[config.mk]
export PLATFORM = sky130hd
export DESIGN_NAME = dp_reset_ctl
export DESIGN_NICKNAME = d
export VERILOG_FILES = /design/src/design/bridge_ctl_pkg.sv /design/src/design/pin_sync.sv /design/src/design/idle_timer.sv /design/src/design/dp_reset_ctl.sv
export SDC_FILE = /design/constraint.sdc
export NUM_CORES = 1
export LEC_CHECK = 0
export BUFFER_PORTS_ARGS = -buffer_cell sky130_fd_sc_hd__buf_2
export CAP_MARGIN = 20
export CORE_MARGIN = 5
export CORE_UTILIZATION = 45
export CTS_CLUSTER_SIZE = 40
export DETAILED_ROUTE_END_ITERATION = 10
export MAX_ROUTING_LAYER = met4
export PLACE_DENSITY = 0.75
export SLEW_MARGIN = 10
export SYNTH_ARGS = -nofsm -noshare
export SYNTH_HDL_FRONTEND = slang
export SYNTH_SLANG_ARGS = --single-unit
[constraint.sdc]
create_clock -name CLK -period 3.4 [get_ports CLK]
set_input_delay 0.85 -clock CLK [delete_from_list [all_inputs] [get_ports CLK]]
set_output_delay 0.85 -clock CLK [all_outputs]
set_load 0.005 [all_outputs]
[src/design/bridge_ctl_pkg.sv]
// shared constants and types for the data path and reset controller
`default_nettype none
package bridge_ctl_pkg;
   localparam int CLK_PERIOD_NS = 20;
   localparam int IDLE_TIME_NS = 1000;
   localparam int IDLE_CYCLES = (IDLE_TIME_NS + CLK_PERIOD_NS - 1) / CLK_PERIOD_NS;
   localparam int ALIGN_CYCLES = 16;
   localparam int SYNC_W = 12;

   localparam logic [7:0] OFS_CTRL = 8'h00;
   localparam logic [7:0] OFS_STATUS = 8'h04;
   localparam logic [7:0] OFS_DECODE = 8'h08;

   localparam int CTRL_GO = 0;
   localparam int CTRL_DMA = 1;
   localparam int CTRL_CODE_LO = 2;
   localparam int CTRL_WORDS_LO = 8;
   localparam int CTRL_RST_OUT = 12;
   localparam int CTRL_IFACE_RST = 13;
   localparam int CTRL_SYS_RST = 14;

   localparam int STAT_DONE = 0;
   localparam int STAT_PREEMPT = 1;
   localparam int STAT_BUSY = 2;
   localparam int STAT_UNALIGNED = 3;
   localparam int STAT_IDLE = 4;
   localparam int STAT_ALIGNED = 5;
   localparam int STAT_SLAVE_HIT = 6;
   localparam int STAT_FSM_LO = 8;

   localparam logic [2:0] ACT_RESERVED = 3'h0;
   localparam logic [1:0] RQ_NONE = 2'h0;
   localparam logic [1:0] RQ_DMA = 2'h1;
   localparam logic [1:0] RQ_OTHER = 2'h2;

   localparam logic [3:0] SDEC_NONE = 4'h0;
   localparam logic [3:0] SDEC_MEM = 4'h1;
   localparam logic [3:0] SDEC_EXT = 4'h2;
   localparam logic [3:0] SDEC_HCSR = 4'h3;
   localparam logic [3:0] SDEC_MBOX = 4'h4;
   localparam logic [3:0] SDEC_SPLIT = 4'h6;
   localparam logic [3:0] SDEC_BPCSR = 4'h7;
   localparam logic [3:0] SDEC_BCSR = 4'h9;
   localparam logic [3:0] SDEC_DPUCSR = 4'hD;
   localparam logic [3:0] MDEC_LAST = 4'h6;

   typedef enum logic [6:0] {
      ST_IDLE = 7'h01,
      ST_REQ = 7'h02,
      ST_LOAD = 7'h04,
      ST_STROBE = 7'h08,
      ST_XFER = 7'h10,
      ST_STEP = 7'h20,
      ST_END = 7'h40
   } fsm_t;

   typedef struct packed {
      logic addr_load_n;
      logic owner_n;
      logic [2:0] action;
      logic strobe_n;
      logic step_n;
      logic selected_n;
   } dpu_ctl_t;

   typedef struct packed {
      logic [3:0] addr_decode;
      logic unaligned_n;
      logic arb_a;
      logic arb_b;
      logic tenure_end;
      logic awarded;
      logic takeover;
      logic pwr_rst_n;
      logic align_skip_n;
   } pins_in_t;

   localparam dpu_ctl_t DPU_IDLE = '{addr_load_n: 1'b1, owner_n: 1'b1, action: 3'h0,
                                     strobe_n: 1'b1, step_n: 1'b1, selected_n: 1'b1};
endpackage : bridge_ctl_pkg
`default_nettype wire

[src/design/pin_sync.sv]
// two flip-flop synchroniser for the pin inputs
`default_nettype none
module pin_sync import bridge_ctl_pkg::*; (
   input wire logic CLK,
   input wire logic CE,
   input wire logic [SYNC_W-1:0] d,
   output logic [SYNC_W-1:0] q
);
   logic [SYNC_W-1:0] meta_reg;
   logic [SYNC_W-1:0] out_reg;
   genvar i;
   generate
      for (i = 0; i < SYNC_W; i++) begin : g_bit
         always_ff @(posedge CLK) begin
            if (CE) begin
               meta_reg[i] <= d[i];
               out_reg[i] <= meta_reg[i];
            end
         end
      end
   endgenerate
   assign q = out_reg;
endmodule : pin_sync
`default_nettype wire

[src/design/idle_timer.sv]
// measures how long the arbitration handshake has stayed quiet
`default_nettype none
module idle_timer import bridge_ctl_pkg::*; (
   input wire logic CLK,
   input wire logic CE,
   input wire logic clear,
   input wire logic quiet,
   output logic idle
);
   typedef struct packed {
      logic [6:0] count;
      logic idle;
   } tmr_t;
   localparam logic [6:0] LIMIT = 7'(IDLE_CYCLES);
   tmr_t s_reg;
   tmr_t s_next;

   always_comb begin
      s_next = s_reg;
      if (clear || !quiet) begin
         s_next = '0;
      end else if (s_reg.count <= LIMIT) begin
         s_next.count = s_reg.count + 7'h01;
      end
      // idle only once strictly more than the quiet time has passed
      s_next.idle = quiet && !clear && (s_reg.count > LIMIT);
   end

   always_ff @(posedge CLK) begin
      if (clear) begin
         s_reg <= '0;
      end else if (CE) begin
         s_reg <= s_next;
      end
   end
   assign idle = s_reg.idle;
endmodule : idle_timer
`default_nettype wire

[src/design/dp_reset_ctl.sv]
// control side for the companion data path unit, tenure handling and reset port
// Function
// RULE1 - slave decode codes 1,2,3,4,6,7,9,13 select this module, others unselected
// RULE2 - master decode codes 1 to 6 are capabilities, higher codes reserved
// RULE3 - address load goes low once the requested backplane grant arrives
// RULE4 - host owner goes low while this device masters the host transaction
// RULE5 - a three bit action code tells the unit what to do, 000 reserved
// RULE6 - action strobe pulses low once to start the selected action
// RULE7 - address step pulses low once per transferred word
// RULE8 - module selected goes low when a backplane transaction targets us
// RULE9 - the unit drives unaligned low for partial unaligned slave transfers
// RULE10 - arbitration handshake pair low and high means arbitration bus quiet
// RULE11 - bus idle flag low only when idle over 1 us and reset out set
// RULE12 - open collector output requests a bus interface reset
// RULE13 - separate open collector output requests a full system reset
// RULE14 - power up reset pin clears all logic and releases every output
// RULE15 - alignment sequence after power up is skipped when bypass is low
// RULE16 - tenure starts only after grant and released end of tenure
// RULE17 - request level 0 for DMA, level 1 for everything else
// RULE18 - command transceiver direction high to read, low to write
// RULE19 - preemption ends the current mastership after the current word
`default_nettype none
module dp_reset_ctl import bridge_ctl_pkg::*; (
   input wire logic CLK,
   input wire logic RESET,
   input wire logic CE,
   input wire logic WB_CYC_I,
   input wire logic WB_STB_I,
   input wire logic WB_WE_I,
   input wire logic [7:0] WB_ADR_I,
   input wire logic [3:0] WB_SEL_I,
   input wire logic [31:0] WB_DAT_I,
   output logic [31:0] WB_DAT_O,
   output logic WB_ACK_O,
   input wire logic [3:0] HOST_ADDR_DECODE,
   input wire logic UNALIGNED_N,
   input wire logic ARB_QUIET_HS_A,
   input wire logic ARB_QUIET_HS_B,
   input wire logic TENURE_END_IN,
   input wire logic MASTERSHIP_AWARDED_IN,
   input wire logic TAKEOVER_IN,
   input wire logic PWR_RESET_N,
   input wire logic ALIGN_SKIP_N,
   output logic GRANT_ADDR_LOAD_N,
   output logic HOST_SIDE_OWNER_N,
   output logic [2:0] HOST_ACTION_CODE,
   output logic HOST_ACTION_STROBE_N,
   output logic ADDR_STEP_N,
   output logic MODULE_SELECTED_N,
   output logic [1:0] TENURE_REQUEST_LEVEL,
   output logic CMD_XCVR_DIR,
   output logic BACKPLANE_RESET_OUT,
   output logic IDLE_BUS_FLAG_N,
   output logic IFACE_RESET_REQUEST_N_O,
   output logic IFACE_RESET_REQUEST_N_OE,
   output logic WHOLE_SYSTEM_RESET_REQUEST_N_O,
   output logic WHOLE_SYSTEM_RESET_REQUEST_N_OE
);
   typedef struct packed {
      fsm_t fsm;
      dpu_ctl_t dpu;
      logic dma;
      logic [2:0] code;
      logic [3:0] words;
      logic [1:0] rq;
      logic dir;
      logic rst_out;
      logic iface_rst;
      logic sys_rst;
      logic idle_n;
      logic done;
      logic preempt;
      logic unaligned;
      logic slave_hit;
      logic [3:0] last_decode;
      logic [4:0] align_cnt;
      logic aligned;
      logic ack;
      logic [31:0] rdata;
   } st_t;

   localparam st_t ST_RESET = '{fsm: ST_IDLE, dpu: DPU_IDLE, dma: 1'b0, code: 3'h0, words: 4'h0,
                                rq: RQ_NONE, dir: 1'b1, rst_out: 1'b0, iface_rst: 1'b0, sys_rst: 1'b0,
                                idle_n: 1'b1, done: 1'b0, preempt: 1'b0, unaligned: 1'b0,
                                slave_hit: 1'b0, last_decode: 4'h0, align_cnt: 5'h00, aligned: 1'b0,
                                ack: 1'b0, rdata: 32'h0000_0000};
   localparam logic [4:0] ALIGN_LAST = 5'(ALIGN_CYCLES);

   st_t s_reg;
   st_t s_next;
   pins_in_t pin_s;
   logic bus_idle;
   logic arb_quiet;

   pin_sync u_sync (
      .CLK(CLK),
      .CE(CE),
      .d({HOST_ADDR_DECODE, UNALIGNED_N, ARB_QUIET_HS_A, ARB_QUIET_HS_B, TENURE_END_IN,
          MASTERSHIP_AWARDED_IN, TAKEOVER_IN, PWR_RESET_N, ALIGN_SKIP_N}),
      .q(pin_s)
   );

   assign arb_quiet = !pin_s.arb_a && pin_s.arb_b; // RULE10

   idle_timer u_idle (
      .CLK(CLK),
      .CE(CE),
      .clear(RESET || !pin_s.pwr_rst_n),
      .quiet(arb_quiet),
      .idle(bus_idle)
   );

   function automatic logic slave_hit(input logic [3:0] dec);
      case (dec)
         SDEC_MEM, SDEC_EXT, SDEC_HCSR, SDEC_MBOX, SDEC_SPLIT, SDEC_BPCSR, SDEC_BCSR, SDEC_DPUCSR: slave_hit = 1'b1;
         default: slave_hit = 1'b0;
      endcase
   endfunction : slave_hit

   function automatic logic master_cap(input logic [3:0] dec); // RULE2
      master_cap = (dec != SDEC_NONE) && (dec <= MDEC_LAST);
   endfunction : master_cap

   logic wb_req;
   logic wr_ctrl;
   logic wr_stat;
   logic go;
   logic [31:0] ctrl_view;
   logic [31:0] stat_view;

   always_comb begin
      wb_req = WB_CYC_I && WB_STB_I && !s_reg.ack;
      wr_ctrl = wb_req && WB_WE_I && (WB_ADR_I == OFS_CTRL);
      wr_stat = wb_req && WB_WE_I && (WB_ADR_I == OFS_STATUS) && WB_SEL_I[0];
      go = wr_ctrl && WB_SEL_I[0] && WB_DAT_I[CTRL_GO];
      ctrl_view = '0;
      ctrl_view[CTRL_DMA] = s_reg.dma;
      ctrl_view[CTRL_CODE_LO +: 3] = s_reg.code;
      ctrl_view[CTRL_WORDS_LO +: 4] = s_reg.words;
      ctrl_view[CTRL_RST_OUT] = s_reg.rst_out;
      ctrl_view[CTRL_IFACE_RST] = s_reg.iface_rst;
      ctrl_view[CTRL_SYS_RST] = s_reg.sys_rst;
      stat_view = '0;
      stat_view[STAT_DONE] = s_reg.done;
      stat_view[STAT_PREEMPT] = s_reg.preempt;
      stat_view[STAT_BUSY] = (s_reg.fsm != ST_IDLE);
      stat_view[STAT_UNALIGNED] = s_reg.unaligned;
      stat_view[STAT_IDLE] = bus_idle;
      stat_view[STAT_ALIGNED] = s_reg.aligned;
      stat_view[STAT_SLAVE_HIT] = s_reg.slave_hit;
      stat_view[STAT_FSM_LO +: 7] = s_reg.fsm;

      s_next = s_reg;
      s_next.ack = wb_req;
      if (wb_req && !WB_WE_I) begin
         case (WB_ADR_I)
            OFS_CTRL: s_next.rdata = ctrl_view;
            OFS_STATUS: s_next.rdata = stat_view;
            OFS_DECODE: s_next.rdata = {27'h0000000, master_cap(s_reg.last_decode), s_reg.last_decode};
            default: s_next.rdata = 32'h0000_0000;
         endcase
      end
      if (wr_ctrl && WB_SEL_I[0] && (s_reg.fsm == ST_IDLE)) begin
         s_next.dma = WB_DAT_I[CTRL_DMA];
         s_next.code = WB_DAT_I[CTRL_CODE_LO +: 3];
      end
      if (wr_ctrl && WB_SEL_I[1]) begin
         if (s_reg.fsm == ST_IDLE) begin
            s_next.words = WB_DAT_I[CTRL_WORDS_LO +: 4];
         end
         s_next.rst_out = WB_DAT_I[CTRL_RST_OUT];
         s_next.iface_rst = WB_DAT_I[CTRL_IFACE_RST];
         s_next.sys_rst = WB_DAT_I[CTRL_SYS_RST];
      end
      // write one to clear, a new event in the same cycle wins; a transfer ending in that cycle keeps an old preempt flag
      if (wr_stat && WB_DAT_I[STAT_DONE]) begin
         s_next.done = 1'b0;
      end
      if (wr_stat && WB_DAT_I[STAT_PREEMPT]) begin
         s_next.preempt = 1'b0;
      end
      if (wr_stat && WB_DAT_I[STAT_UNALIGNED]) begin
         s_next.unaligned = 1'b0;
      end

      if (!s_reg.aligned) begin
         if (!pin_s.align_skip_n || (s_reg.align_cnt == ALIGN_LAST)) begin // RULE15
            s_next.aligned = 1'b1;
         end else begin
            s_next.align_cnt = s_reg.align_cnt + 5'h01;
         end
      end

      s_next.dpu.strobe_n = 1'b1;
      s_next.dpu.step_n = 1'b1;
      case (s_reg.fsm)
         ST_IDLE: begin
            if (go && s_reg.aligned && (WB_DAT_I[CTRL_CODE_LO +: 3] != ACT_RESERVED)) begin // RULE5
               s_next.fsm = ST_REQ;
               s_next.rq = WB_DAT_I[CTRL_DMA] ? RQ_DMA : RQ_OTHER; // RULE17
            end
         end
         ST_REQ: begin
            if (pin_s.awarded && !pin_s.tenure_end) begin // RULE16
               s_next.fsm = ST_LOAD;
               s_next.rq = RQ_NONE;
               s_next.dpu.addr_load_n = 1'b0; // RULE3
               s_next.dpu.owner_n = 1'b0; // RULE4
               s_next.dpu.action = s_reg.code; // RULE5
               s_next.dir = 1'b0; // RULE18
            end
         end
         ST_LOAD: begin
            s_next.fsm = ST_STROBE;
            s_next.dpu.addr_load_n = 1'b1;
            s_next.dpu.strobe_n = 1'b0; // RULE6
         end
         ST_STROBE: begin
            s_next.fsm = ST_STEP;
            s_next.dpu.step_n = 1'b0; // RULE7
         end
         ST_STEP: begin
            s_next.fsm = ST_XFER;
         end
         ST_XFER: begin
            if (pin_s.takeover || (s_reg.words == 4'h0)) begin // RULE19
               s_next.fsm = ST_END;
               s_next.preempt = s_reg.preempt || (pin_s.takeover && (s_reg.words != 4'h0));
            end else begin
               s_next.words = s_reg.words - 4'h1;
               s_next.fsm = ST_STEP;
               s_next.dpu.step_n = 1'b0; // RULE7
            end
         end
         ST_END: begin
            s_next.fsm = ST_IDLE;
            s_next.dpu.owner_n = 1'b1;
            s_next.dpu.action = ACT_RESERVED;
            s_next.dir = 1'b1; // RULE18
            s_next.done = 1'b1;
         end
         default: begin
            s_next.fsm = ST_IDLE;
         end
      endcase

      s_next.last_decode = pin_s.addr_decode;
      s_next.dpu.selected_n = !(s_next.dpu.owner_n && slave_hit(pin_s.addr_decode)); // RULE1 RULE8
      s_next.slave_hit = s_reg.slave_hit || (s_reg.dpu.owner_n && slave_hit(pin_s.addr_decode)); // RULE1
      if (wr_stat && WB_DAT_I[STAT_SLAVE_HIT]) begin
         s_next.slave_hit = s_reg.dpu.owner_n && slave_hit(pin_s.addr_decode);
      end
      if (!s_reg.dpu.selected_n && !pin_s.unaligned_n) begin // RULE9
         s_next.unaligned = 1'b1;
      end
      s_next.idle_n = !(bus_idle && s_reg.rst_out); // RULE11

      if (!pin_s.pwr_rst_n) begin // RULE14
         s_next = ST_RESET;
      end
   end

   always_ff @(posedge CLK) begin
      if (RESET) begin
         s_reg <= ST_RESET;
      end else if (CE) begin
         s_reg <= s_next;
      end
   end

   assign WB_DAT_O = s_reg.rdata;
   assign WB_ACK_O = s_reg.ack;
   assign GRANT_ADDR_LOAD_N = s_reg.dpu.addr_load_n;
   assign HOST_SIDE_OWNER_N = s_reg.dpu.owner_n;
   assign HOST_ACTION_CODE = s_reg.dpu.action;
   assign HOST_ACTION_STROBE_N = s_reg.dpu.strobe_n;
   assign ADDR_STEP_N = s_reg.dpu.step_n;
   assign MODULE_SELECTED_N = s_reg.dpu.selected_n;
   assign TENURE_REQUEST_LEVEL = s_reg.rq;
   assign CMD_XCVR_DIR = s_reg.dir;
   assign BACKPLANE_RESET_OUT = s_reg.rst_out;
   assign IDLE_BUS_FLAG_N = s_reg.idle_n;
   // open collector: drive low only while requested, otherwise released
   assign IFACE_RESET_REQUEST_N_O = 1'b0;
   assign IFACE_RESET_REQUEST_N_OE = s_reg.iface_rst; // RULE12
   assign WHOLE_SYSTEM_RESET_REQUEST_N_O = 1'b0;
   assign WHOLE_SYSTEM_RESET_REQUEST_N_OE = s_reg.sys_rst; // RULE13
endmodule : dp_reset_ctl
`default_nettype wire

==> impl_metrics.tcl, run 1 <==
set metrics [dict create \
    grt_pass1_wl_um 16400 \
    grt_max_degree 57 \
    setup_slack_ns 0.789 \
    fin_crit_ns 2.61 \
    netlist_area_um2 4490 \
    coreArea_um2 9770 \
    cts.sinks 92 \
    relSlewSlack 0.540 \
    io_buffers 70 \
    slew_violations 0 \
    synth_flop_cell "dfxtp_1" \
    irDropWorstVdd_mv 0.318 \
    synth_cells 467 \
    first_pass_iters 5 \
    area_growth_pct 9.08 \
    pwr-share-seq 0.583 \
    overflow 0 \
    placed_area_um2 4720 \
    outcome "complete, no violations" \
    grt_most_used_layer "met2" \
    fmax_ghz 0.383 \
    drc 0 \
    die_w_um 110 \
    antenna_left 0 \
    dpl.hpwl_um 7590 \
    p_int_w 0.00150 \
    cts_resized 0 \
    crit_required_ns 3.70 \
    swShare 0.254 \
    period_share 0.768 \
    leakage_nw 1.84 \
    path_class "input pin to register" \
    hp-class "register to register" \
    met3_usage 0.0411 \
    dieArea_um2 12100 \
    synth_most_common_cell "dfxtp_1" \
    endpoint_kind "register" \
    post_cts_buffers 0 \
    synth.top_cell.area_share 0.303 \
    h-tree-depth 3 \
    cts_hold_buf 0 \
    tns_ns 0 \
    worst_pin_slew_ns 0.687 \
    pwr-share-clk 0.337 \
    clk_latency_ns 0.36 \
    worstSetupStartpointType "input pin" \
    antennaDiodeCount 0 \
    cts_made_buffers 9 \
    synthTopCellsByArea "dfxtp_1 30%, edfxtp_1 16%, buf_4 7.0%" \
    whs_ns 0.423 \
    ys_seq_area_frac 0.464 \
    ff2ff_path_depth 7 \
    final_cell_area_um2 4900 \
    finalClockSkew_ns 0.0103 \
    p_sw_w 0.000512 \
    yosys.area.top_type "dfxtp_1" \
    antenna_found_initial 0 \
    p_comb_frac 0.080 \
    layout.filler_cells 888 \
    cp_max_fo 15 \
    arrival_ns 2.91 \
    rsz0062_at_grt "false" \
    vias_per_cell 5.43 \
    gp_congestion 0.809 \
    avgRoutedWirePerCell_um 15.8 \
    postSynthAreaPerCell_um2 9.62 \
    core.rowCount 36 \
    nets 579 \
    finalHoldViolCount 0 \
    powerDensity_nw_per_um2 411 \
    use_met2 0.292 \
    synthArstFlopShare 0 \
    yosysWarnings 0 \
    start_util 0.459 \
    die_y_um 110 \
    cts_root_buffer "clkbuf_8" \
    vias 3528 \
    synth.distinct_cells 70 \
    setup-violations-final 0 \
    clock_path_buffers 2 \
    finalWirelength_um 10300 \
    clkSlewWorstSetupHoldPaths_ns 0.10 \
    gr-usage-all-layers 0.178 \
    synth_common_cells "68 x dfxtp_1, 50 x nor2_1, 42 x buf_4, 32 x nand2_1, 24 x edfxtp_1" \
    place_ws_ns 0.514 \
    ys_ff_latch 92 \
    power_w 0.00202 \
    cts_tree "yes" \
    cap_violations 0 \
    grt_pass1_vias 3402 \
    synth_edf_count 24 \
    largest_reg_flops 21 \
    pin_count 112 \
    grt_use_met1 0.217 \
    first_iter_violations 229 \
    holdPathStages 0 \
    drive_gt1_frac 0.215 \
]
==> critical path: stages <==
cell and delay, ns:
buf_2 0.30, nand2_1 0.25, or4_1 0.53, nor3_2 0.59, a222oi_1 0.24, nor2_1 0.13
==> per-layer routing <==
layer	routed length, um	vias up	part of all wire
met2	5170	112	0.50
met3	657	9	0.064
met1	4360	1676	0.43
met5	0	-	0
li1	-	1731	-
met4	65	0	0.0063
==> cell usage in the layout (no fill, tap or decap), types with 7 or more instances in the layout <==
| master | synthesis | layout |
|---|---|---|
| buf_2 | 4 | 70 |
| clkbuf_8 | 0 | 10 |
| edfxtp_1 | 24 | 24 |
| nor3_1 | 12 | 12 |
| a21oi_1 | 22 | 22 |
| inv_1 | 17 | 17 |
| a222oi_1 | 8 | 8 |
| nand2b_1 | 17 | 17 |
| conb_1 | 1 | 20 |
| dfxtp_1 | 68 | 68 |
| or3_1 | 8 | 8 |
| o21ai_0 | 19 | 19 |
| a22oi_1 | 13 | 13 |
| nand3_1 | 7 | 7 |
| nor2_1 | 50 | 50 |
| nand2_1 | 32 | 32 |
| mux2i_1 | 10 | 10 |
==> worst paths after layout <==
path	start	to	slack, ns
worst max-delay path	CE	WB_DAT_O[9]	0.79
worst min-delay path	u_sync.meta_reg[0]	u_sync.q[0]	0.42
worst max register to register	ctrl_view[8]	ctrl_view[11]	1.24
worst min register to register	u_sync.meta_reg[0]	u_sync.q[0]	0.42
==> final cells by class <==
| cell class | instances | area, um^2 | share of cell area |
|---|---|---|---|
| tap | 133 | 166 | 0.0340 |
| multi-input combinational | 315 | 2010 | 0.411 |
| inverter | 19 | 71.3 | 0.0146 |
| clock inverter | 4 | 32.5 | 0.00664 |
| timing repair buffer | 75 | 388 | 0.0792 |
| sequential | 92 | 2080 | 0.425 |
| clock buffer | 12 | 145 | 0.0296 |
==> logic make-up (layout without fill, tap and decap cells) <==
group	after synthesis	after routing	share of synthesized area
adder cells (fa/ha/maj)	5	5	0.0139
AND/OR/NAND/NOR	162	162	0.198
multiplexers	12	12	0.0290
other	1	20	0.000835
flip-flops	92	92	0.464
AO/OA/AOI/OAI	110	110	0.179
XOR/XNOR	6	6	0.0117
buffers and inverters	79	110	0.104
==> power by group through the flow <==
stage | combinational (W) | sequential, W | clock (W)
floorplan | 0.000120 | 0.00119 | 0
global placement | 0.000156 | 0.00120 | 0
detailed placement | 0.000160 | 0.00120 | 0
CTS | 0.000160 | 0.00118 | 0.000694
global route | 0.000180 | 0.00118 | 0.000741
finish | 0.000161 | 0.00118 | 0.000679
==> stage by stage <==
step,cells,utilization
3_5_place_dp,634,0.483
6_report,650,0.501
5_1_grt,650,0.501
4_1_cts,650,0.501
3_3_place_gp,634,0.483
2_1_floorplan,486,-
Power figures use the tool's default switching activity.
==> run 2, diff against run 1 <==
Clock period 3.4 ns to 2.5 ns, I/O delays scaled along.
==> impl_metrics.tcl, run 2 (synthesized netlist as in run 1, its figures left out) <==
set metrics [dict create \
    drive_gt1_frac 0.231 \
    path_class "register to register" \
    grt_pass1_vias 3418 \
    powerDensity_nw_per_um2 547 \
    final_cell_count_no_fill 660 \
    irDropWorstVdd_mv 0.371 \
    fin_crit_ns 2.12 \
    antennaDiodeCount 0 \
    finalClockSkew_ns 0.0131 \
    grt_pass1_wl_um 16600 \
    vias 3619 \
    layout.filler_cells 916 \
    post_cts_buffers 0 \
    io_buffers 70 \
    rsz0062_at_grt "false" \
    cap_violations 0 \
    cts_tree "yes" \
    first_pass_iters 6 \
    cts_resized 0 \
    slew_violations 0 \
    seq_area_um2 2080 \
    min-delay-start "u_sync.meta_reg[5]" \
    worstSetupStartpointType "register" \
    start_util 0.459 \
    period_share 0.850 \
    pin_count 112 \
    fmax_ghz 0.471 \
    clock_path_buffers 2 \
    cts_made_buffers 9 \
    largest_reg_flops 21 \
    h-tree-depth 3 \
    layout_common_cells "70 x buf_2, 68 x dfxtp_1, 50 x nor2_1" \
    relSlewSlack 0.605 \
    vias_per_cell 5.48 \
    gr-usage-all-layers 0.179 \
    leakage_nw 1.89 \
    placed_cells 644 \
    dieArea_um2 12100 \
    drc 0 \
    antenna_left 0 \
    dpl.hpwl_um 7870 \
    cts_root_buffer "clkbuf_8" \
    coreArea_um2 9770 \
    crit_required_ns 2.73 \
    nets 589 \
    arrival_ns 2.35 \
    hp-class "register to register" \
    avgRoutedWirePerCell_um 15.9 \
    r2r-start "s_reg[74]" \
    die_y_um 110 \
    first_iter_violations 290 \
    setup.worst_path.start "s_reg[74]" \
    gp_congestion 0.842 \
    grt_max_degree 57 \
    final_common_cell "buf_2" \
    cts_hold_buf 0 \
    cts.sinks 92 \
    tns_ns 0 \
    setup-violations-final 0 \
    cp_max_fo 10 \
    area_growth_pct 10.5 \
    multi_input_area_um2 2010 \
    core.rowCount 36 \
    outcome "complete, no violations" \
    finalWirelength_um 10500 \
    endpoint_kind "register" \
    worst_pin_slew_ns 0.586 \
    clkSlewWorstSetupHoldPaths_ns 0.10 \
    overflow 0 \
    antenna_found_initial 0 \
    die_w_um 110 \
    finalHoldViolCount 0 \
    clk_latency_ns 0.36 \
]
-- run 2: changes by cell type in the layout (fill, tap and decap cells not counted) --
| cell | previous run | this run |
|---|---|---|
| clkbuf_8 | 10 | 9 |
| buf_4 | 5 | 15 |
| clkbuf_1 | 2 | 1 |
| inv_6 | 1 | 0 |
| inv_4 | 0 | 1 |
| clkinv_2 | 0 | 2 |
-- run 2: routing by layer --
metal	vias to the layer above	GRT usage	routed length, um
li1	1747	-	-
met1	1733	0.224	4420
met2	130	0.296	5340
met3	9	0.0305	633
met4	0	0.0561	101
met5	-	-	0
-- run 2: where the power goes --
group / total (W) / switching [W] / internal (W)
Clock: 0.000888 / 0.000527 / 0.000361
Combinational: 0.000228 / 0.000145 / 0.0000837
Sequential: 0.00160 / 0.0000278 / 0.00157
Total: 0.00272 / 0.000700 / 0.00202
-- run 2: worst paths after layout --
kind | end | cells past startpoint | slack [ns]
setup / recovery | ctrl_view[10] | 5 | 0.38
hold / removal | u_sync.q[5] | 0 | 0.42
setup reg to reg | ctrl_view[10] | 5 | 0.38
hold reg to reg | u_sync.q[5] | 0 | 0.42
-- run 2: through the flow --
step | hold WS (ns) | utilization | power (W) | instance area [um^2] | setup slack [ns]
floorplan | 0.400 | - | 0.00179 | 4560 | 0.229
global placement | 0.401 | 0.491 | 0.00185 | 4800 | 0.155
detailed placement | 0.405 | 0.491 | 0.00186 | 4800 | 0.0466
CTS | 0.423 | 0.508 | 0.00273 | 4960 | 0.403
global route | 0.421 | 0.508 | 0.00283 | 4960 | 0.142
finish | 0.425 | 0.508 | 0.00272 | 4960 | 0.376
-- run 2: worst max-delay path: stages (launching register included) --
cell     delay [ns]
dfxtp_1        0.57
or4b_4         0.54
or2_2          0.30
o31ai_1        0.36
o21a_1         0.16
o32ai_1        0.07
-- run 2: layout make-up --
class	count	area share
clock buffers	10	0.0257
clock inverters	6	0.00807
inverters	19	0.0144
multi-input cells	315	0.406
flip-flops and latches	92	0.419
well taps	133	0.0335
repair buffers	85	0.0933
